## src/inc/xcvr_pkg.sv

```systemverilog
// Constants, operation kinds and register map of the octal add/count/shift transceiver.
// Assumes a single 100 MHz clock domain shared by all users of the package.
package xcvr_pkg;

    // Datapath width
    localparam int DATA_W = 8;
    localparam int COUNT_STEP = 1;

    // Mode select codes, written {mode_select_0, mode_select_1, mode_select_2}
    localparam logic [2:0] MODE_ADD_CARRY = 3'h0;
    localparam logic [2:0] MODE_ADD_PLAIN = 3'h1;
    localparam logic [2:0] MODE_COUNT_EN = 3'h2;
    localparam logic [2:0] MODE_COUNT_FREE = 3'h3;
    localparam logic [2:0] MODE_SHIFT = 3'h4;
    localparam logic [2:0] MODE_LOAD_A = 3'h5;
    localparam logic [2:0] MODE_LOAD_B = 3'h6;
    localparam logic [2:0] MODE_HOLD = 3'h7;

    // Operation classes shared by the datapath and the status logic
    typedef enum logic [2:0] {OP_ADD, OP_COUNT, OP_SHIFT, OP_LOAD, OP_HOLD} op_kind_t;

    // Wishbone register byte addresses
    localparam int WB_ADR_W = 4;
    localparam logic [3:0] ADDR_CTRL = 4'h0;
    localparam logic [3:0] ADDR_STATE = 4'h4;
    localparam logic [3:0] ADDR_OPS = 4'h8;

    // Control register fields
    localparam int CTRL_OVR_BIT = 0;
    localparam int CTRL_MODE_LSB = 1;
    localparam int CTRL_MODE_MSB = 3;
    localparam int CTRL_CIN_BIT = 4;
    localparam logic [4:0] CTRL_RESET = 5'h00;

    // State register fields
    localparam int STATE_STATUS_BIT = 8;
    localparam int STATE_MODE_LSB = 9;
    localparam int STATE_MODE_MSB = 11;
    localparam int STATE_OE_A_BIT = 12;
    localparam int STATE_OE_B_BIT = 13;
    localparam int STATE_CLEAR_BIT = 14;

    // Update counter
    localparam int OPS_W = 16;
    localparam logic [15:0] OPS_RESET = 16'h0000;

endpackage : xcvr_pkg

```

## src/rtl/adder_status.sv

```systemverilog
// Adder and status generator of the transceiver datapath.
// Assumes all inputs are stable within the clk_i domain; purely combinational.
`timescale 1ns/1ps
`default_nettype none

module adder_status #(
    parameter int WIDTH = xcvr_pkg::DATA_W
) (
    input wire xcvr_pkg::op_kind_t op_kind_i,
    input wire logic use_carry_i,
    input wire logic [WIDTH-1:0] reg_bits_i,
    input wire logic [WIDTH-1:0] a_bus_i,
    input wire logic carry_in_i,
    input wire logic master_clear_n_i,
    output logic [WIDTH-1:0] sum_o,
    output logic status_o
);

    logic [WIDTH:0] full_sum;
    logic carry_result;
    logic terminal_count_flag;
    logic parity_bit;
    logic serial_out;

    // B bus never reaches the adder
    always_comb
    begin
        full_sum = {1'b0, a_bus_i} + {1'b0, reg_bits_i}
                   + {{WIDTH{1'b0}}, (use_carry_i & carry_in_i)};
    end

    assign sum_o = full_sum[WIDTH-1:0];
    assign carry_result = full_sum[WIDTH];
    assign terminal_count_flag = &reg_bits_i;
    assign parity_bit = ^reg_bits_i;
    assign serial_out = reg_bits_i[WIDTH-1];

    // Status follows mode and data with no clock in between
    always_comb
    begin
        status_o = 1'b0;
        if (master_clear_n_i)
        begin
            unique case (op_kind_i)
                xcvr_pkg::OP_ADD:
                begin
                    status_o = carry_result;
                end
                xcvr_pkg::OP_COUNT:
                begin
                    status_o = terminal_count_flag;
                end
                xcvr_pkg::OP_SHIFT:
                begin
                    status_o = serial_out;
                end
                xcvr_pkg::OP_LOAD,
                xcvr_pkg::OP_HOLD:
                begin
                    status_o = parity_bit;
                end
            endcase
        end
    end

endmodule : adder_status

`default_nettype wire

```

## src/rtl/octal_add_count_shift_transceiver.sv

```systemverilog
// Octal registered transceiver with add, count, shift, load and hold modes.
// Assumes bus pins and mode pins come from logic clocked by clk_i; Wishbone master on clk_i.
`timescale 1ns/1ps
`default_nettype none

module octal_add_count_shift_transceiver #(
    parameter int WIDTH = xcvr_pkg::DATA_W
) (
    input wire logic clk_i,
    input wire logic rst_i,
    input wire logic master_clear_n_i,
    input wire logic a_side_drive_en_n_i,
    input wire logic b_side_drive_en_n_i,
    input wire logic mode_select_0_i,
    input wire logic mode_select_1_i,
    input wire logic mode_select_2_i,
    input wire logic carry_serial_enable_in_i,
    input wire logic [WIDTH-1:0] a_side_lines_i,
    output logic [WIDTH-1:0] a_side_lines_o,
    output logic a_side_lines_oe_o,
    input wire logic [WIDTH-1:0] b_side_lines_i,
    output logic [WIDTH-1:0] b_side_lines_o,
    output logic b_side_lines_oe_o,
    output logic status_out_o,
    input wire logic [xcvr_pkg::WB_ADR_W-1:0] wb_adr_i,
    input wire logic [31:0] wb_dat_i,
    output logic [31:0] wb_dat_o,
    input wire logic [3:0] wb_sel_i,
    input wire logic wb_we_i,
    input wire logic wb_cyc_i,
    input wire logic wb_stb_i,
    output logic wb_ack_o
);

    // Internal register and its next value
    logic [WIDTH-1:0] internal_reg_bits_ff;
    logic [WIDTH-1:0] nxt_internal_reg_bits;

    // Software control register
    logic [4:0] ctrl_ff;

    // Update counter
    logic [xcvr_pkg::OPS_W-1:0] ops_ff;

    // Bus slave state
    logic ack_ff;
    logic [31:0] rdat_ff;

    // Effective mode and inputs
    logic [2:0] pin_mode;
    logic [2:0] eff_mode;
    logic eff_carry;
    xcvr_pkg::op_kind_t op_kind;
    logic use_carry;
    logic free_count;
    logic load_from_b;
    logic updating;

    // Bus values seen by the datapath
    logic [WIDTH-1:0] a_bus_eff;
    logic [WIDTH-1:0] b_bus_eff;

    // Adder results
    logic [WIDTH-1:0] sum;
    logic status_comb;

    // Bus access decode
    logic wb_req;
    logic wb_wr;
    logic [31:0] state_word;
    logic [31:0] nxt_rdat;

    // Mode comes from pins unless software has taken over
    assign pin_mode = {mode_select_0_i, mode_select_1_i, mode_select_2_i};

    always_comb
    begin
        if (ctrl_ff[xcvr_pkg::CTRL_OVR_BIT])
        begin
            eff_mode = ctrl_ff[xcvr_pkg::CTRL_MODE_MSB:xcvr_pkg::CTRL_MODE_LSB];
            eff_carry = ctrl_ff[xcvr_pkg::CTRL_CIN_BIT];
        end
        else
        begin
            eff_mode = pin_mode;
            eff_carry = carry_serial_enable_in_i;
        end
    end

    // Mode decode
    always_comb
    begin
        op_kind = xcvr_pkg::OP_HOLD;
        use_carry = 1'b0;
        free_count = 1'b0;
        load_from_b = 1'b0;
        unique case (eff_mode)
            xcvr_pkg::MODE_ADD_CARRY:
            begin
                op_kind = xcvr_pkg::OP_ADD;
                use_carry = 1'b1;
            end
            xcvr_pkg::MODE_ADD_PLAIN:
            begin
                op_kind = xcvr_pkg::OP_ADD;
                use_carry = 1'b0;
            end
            xcvr_pkg::MODE_COUNT_EN:
            begin
                op_kind = xcvr_pkg::OP_COUNT;
                free_count = 1'b0;
            end
            xcvr_pkg::MODE_COUNT_FREE:
            begin
                op_kind = xcvr_pkg::OP_COUNT;
                free_count = 1'b1;
            end
            xcvr_pkg::MODE_SHIFT:
            begin
                op_kind = xcvr_pkg::OP_SHIFT;
            end
            xcvr_pkg::MODE_LOAD_A:
            begin
                op_kind = xcvr_pkg::OP_LOAD;
                load_from_b = 1'b0;
            end
            xcvr_pkg::MODE_LOAD_B:
            begin
                op_kind = xcvr_pkg::OP_LOAD;
                load_from_b = 1'b1;
            end
            xcvr_pkg::MODE_HOLD:
            begin
                op_kind = xcvr_pkg::OP_HOLD;
            end
        endcase
    end

    // A bus that this block drives carries the register itself
    assign a_bus_eff = a_side_drive_en_n_i ? a_side_lines_i : internal_reg_bits_ff;
    assign b_bus_eff = b_side_drive_en_n_i ? b_side_lines_i : internal_reg_bits_ff;

    adder_status #(
        .WIDTH(WIDTH)
    ) u_adder_status (
        .op_kind_i(op_kind),
        .use_carry_i(use_carry),
        .reg_bits_i(internal_reg_bits_ff),
        .a_bus_i(a_bus_eff),
        .carry_in_i(eff_carry),
        .master_clear_n_i(master_clear_n_i),
        .sum_o(sum),
        .status_o(status_comb)
    );

    // Next register value; enables matter only through the bus values used by add and load
    always_comb
    begin
        nxt_internal_reg_bits = internal_reg_bits_ff;
        updating = 1'b0;
        unique case (op_kind)
            xcvr_pkg::OP_ADD:
            begin
                nxt_internal_reg_bits = sum;
                updating = 1'b1;
            end
            xcvr_pkg::OP_COUNT:
            begin
                if (free_count || eff_carry)
                begin
                    nxt_internal_reg_bits = internal_reg_bits_ff
                                            + WIDTH'(xcvr_pkg::COUNT_STEP);
                    updating = 1'b1;
                end
            end
            xcvr_pkg::OP_SHIFT:
            begin
                nxt_internal_reg_bits = {internal_reg_bits_ff[WIDTH-2:0], eff_carry};
                updating = 1'b1;
            end
            xcvr_pkg::OP_LOAD:
            begin
                // Shared input not consulted
                nxt_internal_reg_bits = load_from_b ? b_bus_eff : a_bus_eff;
                updating = 1'b1;
            end
            xcvr_pkg::OP_HOLD:
            begin
                nxt_internal_reg_bits = internal_reg_bits_ff;
            end
        endcase
    end

    // Internal register: asynchronous clear, otherwise rising edge only
    always_ff @(posedge clk_i or negedge master_clear_n_i)
    begin
        if (!master_clear_n_i)
        begin
            internal_reg_bits_ff <= '0;
        end
        else if (rst_i)
        begin
            internal_reg_bits_ff <= '0;
        end
        else
        begin
            internal_reg_bits_ff <= nxt_internal_reg_bits;
        end
    end

    // Bus drivers show the register; enables only switch them
    assign a_side_lines_o = internal_reg_bits_ff;
    assign b_side_lines_o = internal_reg_bits_ff;
    assign a_side_lines_oe_o = ~a_side_drive_en_n_i;
    assign b_side_lines_oe_o = ~b_side_drive_en_n_i;

    // Status straight from the combinational generator
    assign status_out_o = status_comb;

    // Wishbone decode
    assign wb_req = wb_cyc_i & wb_stb_i & ~ack_ff;
    assign wb_wr = wb_cyc_i & wb_stb_i & wb_we_i & ack_ff;

    // Control register
    always_ff @(posedge clk_i)
    begin
        if (rst_i)
        begin
            ctrl_ff <= xcvr_pkg::CTRL_RESET;
        end
        else if (wb_wr && (wb_adr_i == xcvr_pkg::ADDR_CTRL) && wb_sel_i[0])
        begin
            ctrl_ff <= wb_dat_i[xcvr_pkg::CTRL_CIN_BIT:xcvr_pkg::CTRL_OVR_BIT];
        end
    end

    // Update counter, cleared by a write
    always_ff @(posedge clk_i)
    begin
        if (rst_i || !master_clear_n_i)
        begin
            ops_ff <= xcvr_pkg::OPS_RESET;
        end
        else if (wb_wr && (wb_adr_i == xcvr_pkg::ADDR_OPS))
        begin
            ops_ff <= xcvr_pkg::OPS_RESET;
        end
        else if (updating)
        begin
            ops_ff <= ops_ff + xcvr_pkg::OPS_W'(xcvr_pkg::COUNT_STEP);
        end
    end

    // Live state word
    always_comb
    begin
        state_word = '0;
        state_word[WIDTH-1:0] = internal_reg_bits_ff;
        state_word[xcvr_pkg::STATE_STATUS_BIT] = status_comb;
        state_word[xcvr_pkg::STATE_MODE_MSB:xcvr_pkg::STATE_MODE_LSB] = eff_mode;
        state_word[xcvr_pkg::STATE_OE_A_BIT] = ~a_side_drive_en_n_i;
        state_word[xcvr_pkg::STATE_OE_B_BIT] = ~b_side_drive_en_n_i;
        state_word[xcvr_pkg::STATE_CLEAR_BIT] = ~master_clear_n_i;
    end

    // Read multiplexer; unmapped addresses read zero
    always_comb
    begin
        nxt_rdat = '0;
        unique case (wb_adr_i)
            xcvr_pkg::ADDR_CTRL:
            begin
                nxt_rdat[xcvr_pkg::CTRL_CIN_BIT:xcvr_pkg::CTRL_OVR_BIT] = ctrl_ff;
            end
            xcvr_pkg::ADDR_STATE:
            begin
                nxt_rdat = state_word;
            end
            xcvr_pkg::ADDR_OPS:
            begin
                nxt_rdat[xcvr_pkg::OPS_W-1:0] = ops_ff;
            end
            default:
            begin
                nxt_rdat = '0;
            end
        endcase
    end

    // Acknowledge one cycle after the request, then drop
    always_ff @(posedge clk_i)
    begin
        if (rst_i)
        begin
            ack_ff <= 1'b0;
        end
        else
        begin
            ack_ff <= wb_req;
        end
    end

    // Read data captured with the acknowledge
    always_ff @(posedge clk_i)
    begin
        if (rst_i)
        begin
            rdat_ff <= '0;
        end
        else if (wb_req && !wb_we_i)
        begin
            rdat_ff <= nxt_rdat;
        end
    end

    assign wb_ack_o = ack_ff;
    assign wb_dat_o = rdat_ff;

endmodule : octal_add_count_shift_transceiver

`default_nettype wire

```

## config.mk

```make
export PLATFORM = sky130hd
export DESIGN_NAME = octal_add_count_shift_transceiver
export DESIGN_NICKNAME = d
export VERILOG_FILES = /design/src/inc/xcvr_pkg.sv /design/src/rtl/adder_status.sv /design/src/rtl/octal_add_count_shift_transceiver.sv
export SDC_FILE = /design/constraint.sdc
export NUM_CORES = 1
export LEC_CHECK = 0
export BUFFER_PORTS_ARGS = -buffer_cell sky130_fd_sc_hd__buf_2
export CAP_MARGIN = 10
export CORE_MARGIN = 10
export CORE_UTILIZATION = 54
export CTS_BUF_LIST = sky130_fd_sc_hd__clkbuf_16
export DETAILED_ROUTE_END_ITERATION = 12
export PLACE_DENSITY = 0.91
export SYNTH_ARGS = -nofsm -noshare
export SYNTH_HDL_FRONTEND = slang
export SYNTH_SLANG_ARGS = --single-unit
```

## constraint.sdc

```tcl
create_clock -name clk_i -period 11.12 [get_ports clk_i]
set_input_delay 2.224 -clock clk_i [delete_from_list [all_inputs] [get_ports clk_i]]
set_output_delay 2.224 -clock clk_i [all_outputs]
set_load 0.03 [all_outputs]
```

; Word-level counts from Yosys, hierarchy flattened
; Index checks and enable logic that the tools add are counted.
[classes]
bitwise_logic = 9
add_sub_neg = 4
n_eq_ne = 16
n_reduce_logical = 20
n_mux = 18
[ops]
columns = cell, count
row1 = two-way mux 8 bit, 5
row2 = one-hot mux 8 bit (4 select lines), 1
row3 = one-hot mux 11 bit (2 select lines), 1
row4 = adder 16 x 1 -> 16 bit (second input constant), 1
row5 = equality test 3 bit (second input constant), 5
row6 = one-hot mux 3 bit (5 select lines), 1
row7 = one-hot mux 5 bit (3 select lines), 1
row8 = equality test 3 x 2 -> 1 bit (second input constant), 4
row9 = OR reduction 2 bit, 5
row10 = adder 8 x 8 -> 9 bit, 1
row11 = adder 9 x 1 -> 9 bit, 1
row12 = adder 8 x 1 -> 8 bit (second input constant), 1
row13 = AND reduction 8 bit, 1
row14 = XOR reduction 8 bit, 1
row15 = equality test 3 x 1 -> 1 bit (second input constant), 2
row16 = logical NOT 3 bit, 2
row17 = two-way mux 1 bit, 6
row18 = AND 1 bit, 5
row19 = equality test 4 x 3 -> 1 bit (second input constant), 1
row20 = equality test 4 bit (second input constant), 1
row21 = logical AND 1 bit, 4
row22 = logical NOT 4 bit, 1
row23 = != test 4 bit (second input constant), 1
row24 = NOT 1 bit, 4
row25 = other kinds (9), 11
[word_totals]
wordCells = 72
in_bits = 68
register_bits = 46
out_inout_bits = 52

; Depth between registers and ports, before layout
[depth]
depth_word = 9
ltp_mapped = 12
mapped_depth_nobuf = 11

; Modules after synthesis
; From an unflattened synthesis, not the netlist that was laid out.
[hier_totals]
hier_cells = 406
hier_area_um2 = 3393.3
[by_module_without_submodules]
columns = module, seq_area_each_um2, cells_each, area_each_um2, instances
row1 = octal_add_count_shift_transceiver, 960.9, 350, 2932.8, 1
row2 = adder_status, 0.0, 56, 460.4, 1

; Worst setup path before layout
; OpenSTA, ideal clock, no wires.
[synth_path]
kind = input to output
start = input port mode_select_0_i
end = output port status_out_o
slack_ns = 4.149
n_path_buf = 0
stages = 10
t_arrival_ns = 4.747
required_time_ns = 8.896
cell_sequence = mux2_2 nor2_1 nand3_1 fa_1 fa_1 nor2b_1 o31a_1 o311a_1 o21ai_0 a21oi_1
[synth_between]
elab_chain_cells = 8
elab_cells_between_ends = 24
classes_between = add/sub (1) / eq/ne (11) / mux (5) / bitwise (1) / reduce/logical (6)
[synth_lines]
columns = item, line_no
row1 = start: declaration, octal_add_count_shift_transceiver.sv:14  ; input wire logic mode_select_0_i,
row2 = two-way mux 3 bit (*), octal_add_count_shift_transceiver.sv:78  ; if (ctrl_ff[xcvr_pkg::CTRL_OVR_BIT])
row3 = branches (longest 5 deep; another with adder 9 x 1 -> 9 bit), n/a
row4 = one-hot mux 1 bit (4 select lines) (*), adder_status.sv:44  ; unique case (op_kind_i)
row5 = two-way mux 1 bit (*), adder_status.sv:42  ; if (master_clear_n_i)
row6 = end: declaration, octal_add_count_shift_transceiver.sv:24  ; output logic status_out_o,
; Every way passes the cells marked *.

; Worst setup path in the final report
[layout_path]
start = input port mode_select_1_i
end = output port status_out_o
[layout_between]
elab_chain_cells = 8
elab_cells_between_ends = 24
classes_between = add/sub (1) / eq/ne (11) / mux (5) / bitwise (1) / reduce/logical (6)
[layout_lines]
columns = item, line_no
row1 = start: declaration, octal_add_count_shift_transceiver.sv:15  ; input wire logic mode_select_1_i,
row2 = two-way mux 3 bit (*), octal_add_count_shift_transceiver.sv:78
row3 = branches (longest 5 deep; another with adder 9 x 1 -> 9 bit), n/a
row4 = one-hot mux 1 bit (4 select lines) (*), adder_status.sv:44
row5 = two-way mux 1 bit (*), adder_status.sv:42
; Marks and branches as above.

==> results.ini <==
[logic_synthesis]
synth_edf_count=0
synth_cells=399
async_reset_ff_share_pct=17.4
ys_seq_area_share_pct=29.1
syn_area_per_cell_sq_um=8.28
synth_area_sq_um=3300
yosysWarnings=0
ys_seq_elements=46
yosysUniqueCellTypes=59
synth_top_flop_cell=dfxtp_1

[clock_tree]
clk_latency_ns=0.29
cts_tree=done
clk_pin_slew_ns=0.06
ctsHoldBuffers=0
cts.sinks=46
postCtsSetupRepairBufs=0
clk_path_buf_depth=2
numCtsBuffers=5
cts-root-buf=clkbuf_16
cts_resized=0
h-tree-depth=2

[layout]
layout-drive-gt1-share_pct=23.1
final_cell_mix=buf_2 (73), nand2_1 (47), dfxtp_1 (38), nor2_1 (36), nand3_1 (25)
n_fill_cell=499
final_common_cell=buf_2
area.growth.synth_to_final_pct=11.7
antennaDiodeCount=0
final_nets=535
utilization_pct=62.4

[drt]
routed_wl_um=9350
drc=0
via_per_inst=6.03
drt_iter0_drc=240
firstDrtPassIters=5
vias=3189
avgRoutedWirePerCell_um=17.7
final_antenna_net_count=0

[global_routing]
grt_pass1_wl_um=14900
overflow=0
grt_usage_pct=18.1
grt_antenna_before_repair=0
grt_pass1_vias=3145
grt_start_max_net_pins=26

[floorplan]
die_y_um=98.2
initial_utilization_pct=55.8
rows=28
dieArea_sq_um=9650
pin_count=120
placeableCoreArea_sq_um=5920
die_w_um=98.2

[sta]
finalSetupTns_ns=0
skew_ns=0.00582
hold_viol=0
slew_headroom_pct=22.8
setup_violations=0
period_share_pct=67.1
rsz0062_at_grt=no
fin_crit_ns=7.46
slew_viol_final=0
max_freq_mhz=134
worst_pin_slew_ns=1.15

[place]
place.gp.congestion=0.900
numPortBuffers=73
hpwlAfterDp_um=6950

[flow_run]
drv_cap=0

[min_path]
whs_path_depth=2
hold_path_class=reg -> reg

[status]
outcome=complete, no violations

[critical_path]
path_max_fanout=22
required_ns=8.90
endpoint_kind=output port
reg2reg_depth=11
worstSetupPathType=in -> out
cp.arrival_ns=5.24
start_kind=input port

[pwr]
ir_drop_v=0.0000735
power_density_nw_per_um2=124
p_leak_nw=1.53

worst max-delay path, stage by stage:
cell and delay (ns):
buf_2 0.11, mux2_2 0.42, nor2_1 0.27, nand3_1 0.12, fa_1 0.43, fa_1 0.40
nor2b_1 0.23, o31a_1 0.22, o311a_1 0.19, o21ai_0 0.08, a21oi_1 0.27, buf_2 0.26
cell families (layout without fill, tap and decap cells):
kind of cell    Yosys count  count (layout)  share of synthesized area, %
compound gates           81              81                          16.4
xor+xnor                 27              27                          7.16
fa+ha+maj                14              14                          5.76
buf+inv                  50              90                          9.31
flops                    46              46                          29.1
mux                      29              29                          9.96
other cells               1              16                         0.113
simple gates            151             151                          22.3
cell type report:
type                            count  area (sq um)  area share (%)
Inverter                            7          26.3           0.712
Clock buffer                        5           125            3.39
Sequential cell                    46           961            26.0
Clock inverter                      3          13.8           0.373
Multi-Input combinational cell    318          2090            56.7
Tap cell                           75          93.8            2.54
Timing Repair Buffer               75           380            10.3
layer usage:
metal  vias to the layer above  global-route usage [%]  part of all wire, %
met5                         -                       0                    0
met4                         0                    7.72                  3.2
met3                        36                    4.86                  8.6
met2                       172                    33.7                   52
met1                      1485                    18.7                   36
li1                       1496                       -                    -
path summary, 6_finish.rpt:
kind,end,slack (ns),start
max reg2reg,wb_dat_o[8]$_SDFFE_PP0P_,7.46,ctrl_ff[0]$_SDFFE_PP0P_
max in group asynchronous,a_side_lines_o[0]$_DFFE_PN0P_,9.09,master_clear_n_i
min,wb_dat_o[15]$_SDFFE_PP0P_,0.45,wb_dat_o[15]$_SDFFE_PP0P_
max,status_out_o,3.66,mode_select_1_i
min in group asynchronous,a_side_lines_o[6]$_DFFE_PN0P_,1.80,master_clear_n_i
min reg2reg,wb_dat_o[15]$_SDFFE_PP0P_,0.45,wb_dat_o[15]$_SDFFE_PP0P_
through the flow:
stage	std cells	power [mW]	worst slack (ns)	hold WS, ns	instance area [sq um]
finish	529	0.459	3.66	0.449	3690
floorplan	414	0.290	4.15	0.460	3360
global route	529	0.479	3.48	0.466	3690
CTS	529	0.458	3.69	0.450	3690
global placement	521	0.311	3.75	0.441	3550
detailed placement	521	0.316	3.72	0.442	3550
state kept, by name, summed over array words and instances (netlist names):
signal / cells
a_side_lines_o: 8
ctrl_ff: 5
ops_ff: 16
wb_ack_o: 1
wb_dat_o: 16
cell usage after synthesis, types with 2 or more instances:
cell | instances | area share [%]
nor4_1 | 2 | 0.38
o21ai_0 | 20 | 3.0
fa_1 | 2 | 1.2
o21a_1 | 3 | 0.68
mux2i_1 | 16 | 4.8
nand3_1 | 25 | 3.8
buf_1 | 2 | 0.23
nor2_1 | 36 | 4.1
ha_1 | 12 | 4.5
a32o_1 | 4 | 1.2
nand3b_1 | 2 | 0.45
o2bb2ai_1 | 2 | 0.53
a31oi_1 | 13 | 2.5
inv_1 | 7 | 0.80
a22oi_1 | 6 | 1.4
clkbuf_1 | 8 | 0.91
dfrtp_1 | 8 | 6.1
and2_1 | 3 | 0.57
xor2_1 | 11 | 2.9
o211ai_1 | 2 | 0.45
nor2b_1 | 4 | 0.76
o22ai_1 | 3 | 0.57
mux2_2 | 11 | 3.7
a21oi_1 | 15 | 2.3
xnor2_1 | 16 | 4.2
and3_1 | 4 | 0.76
buf_4 | 24 | 5.5
dfxtp_1 | 38 | 23
nand4_1 | 9 | 1.7
buf_6 | 3 | 1.0
nor3_1 | 8 | 1.2
mux2i_4 | 2 | 1.4
nand2_1 | 47 | 5.3
buf_2 | 6 | 0.91
report_power, final:
group | internal [mW] | switching, mW
Sequential | 0.169 | 0.0128
Clock | 0.0817 | 0.0624
Combinational | 0.0499 | 0.0828
No activity file was read; power rests on OpenSTA's default activity.
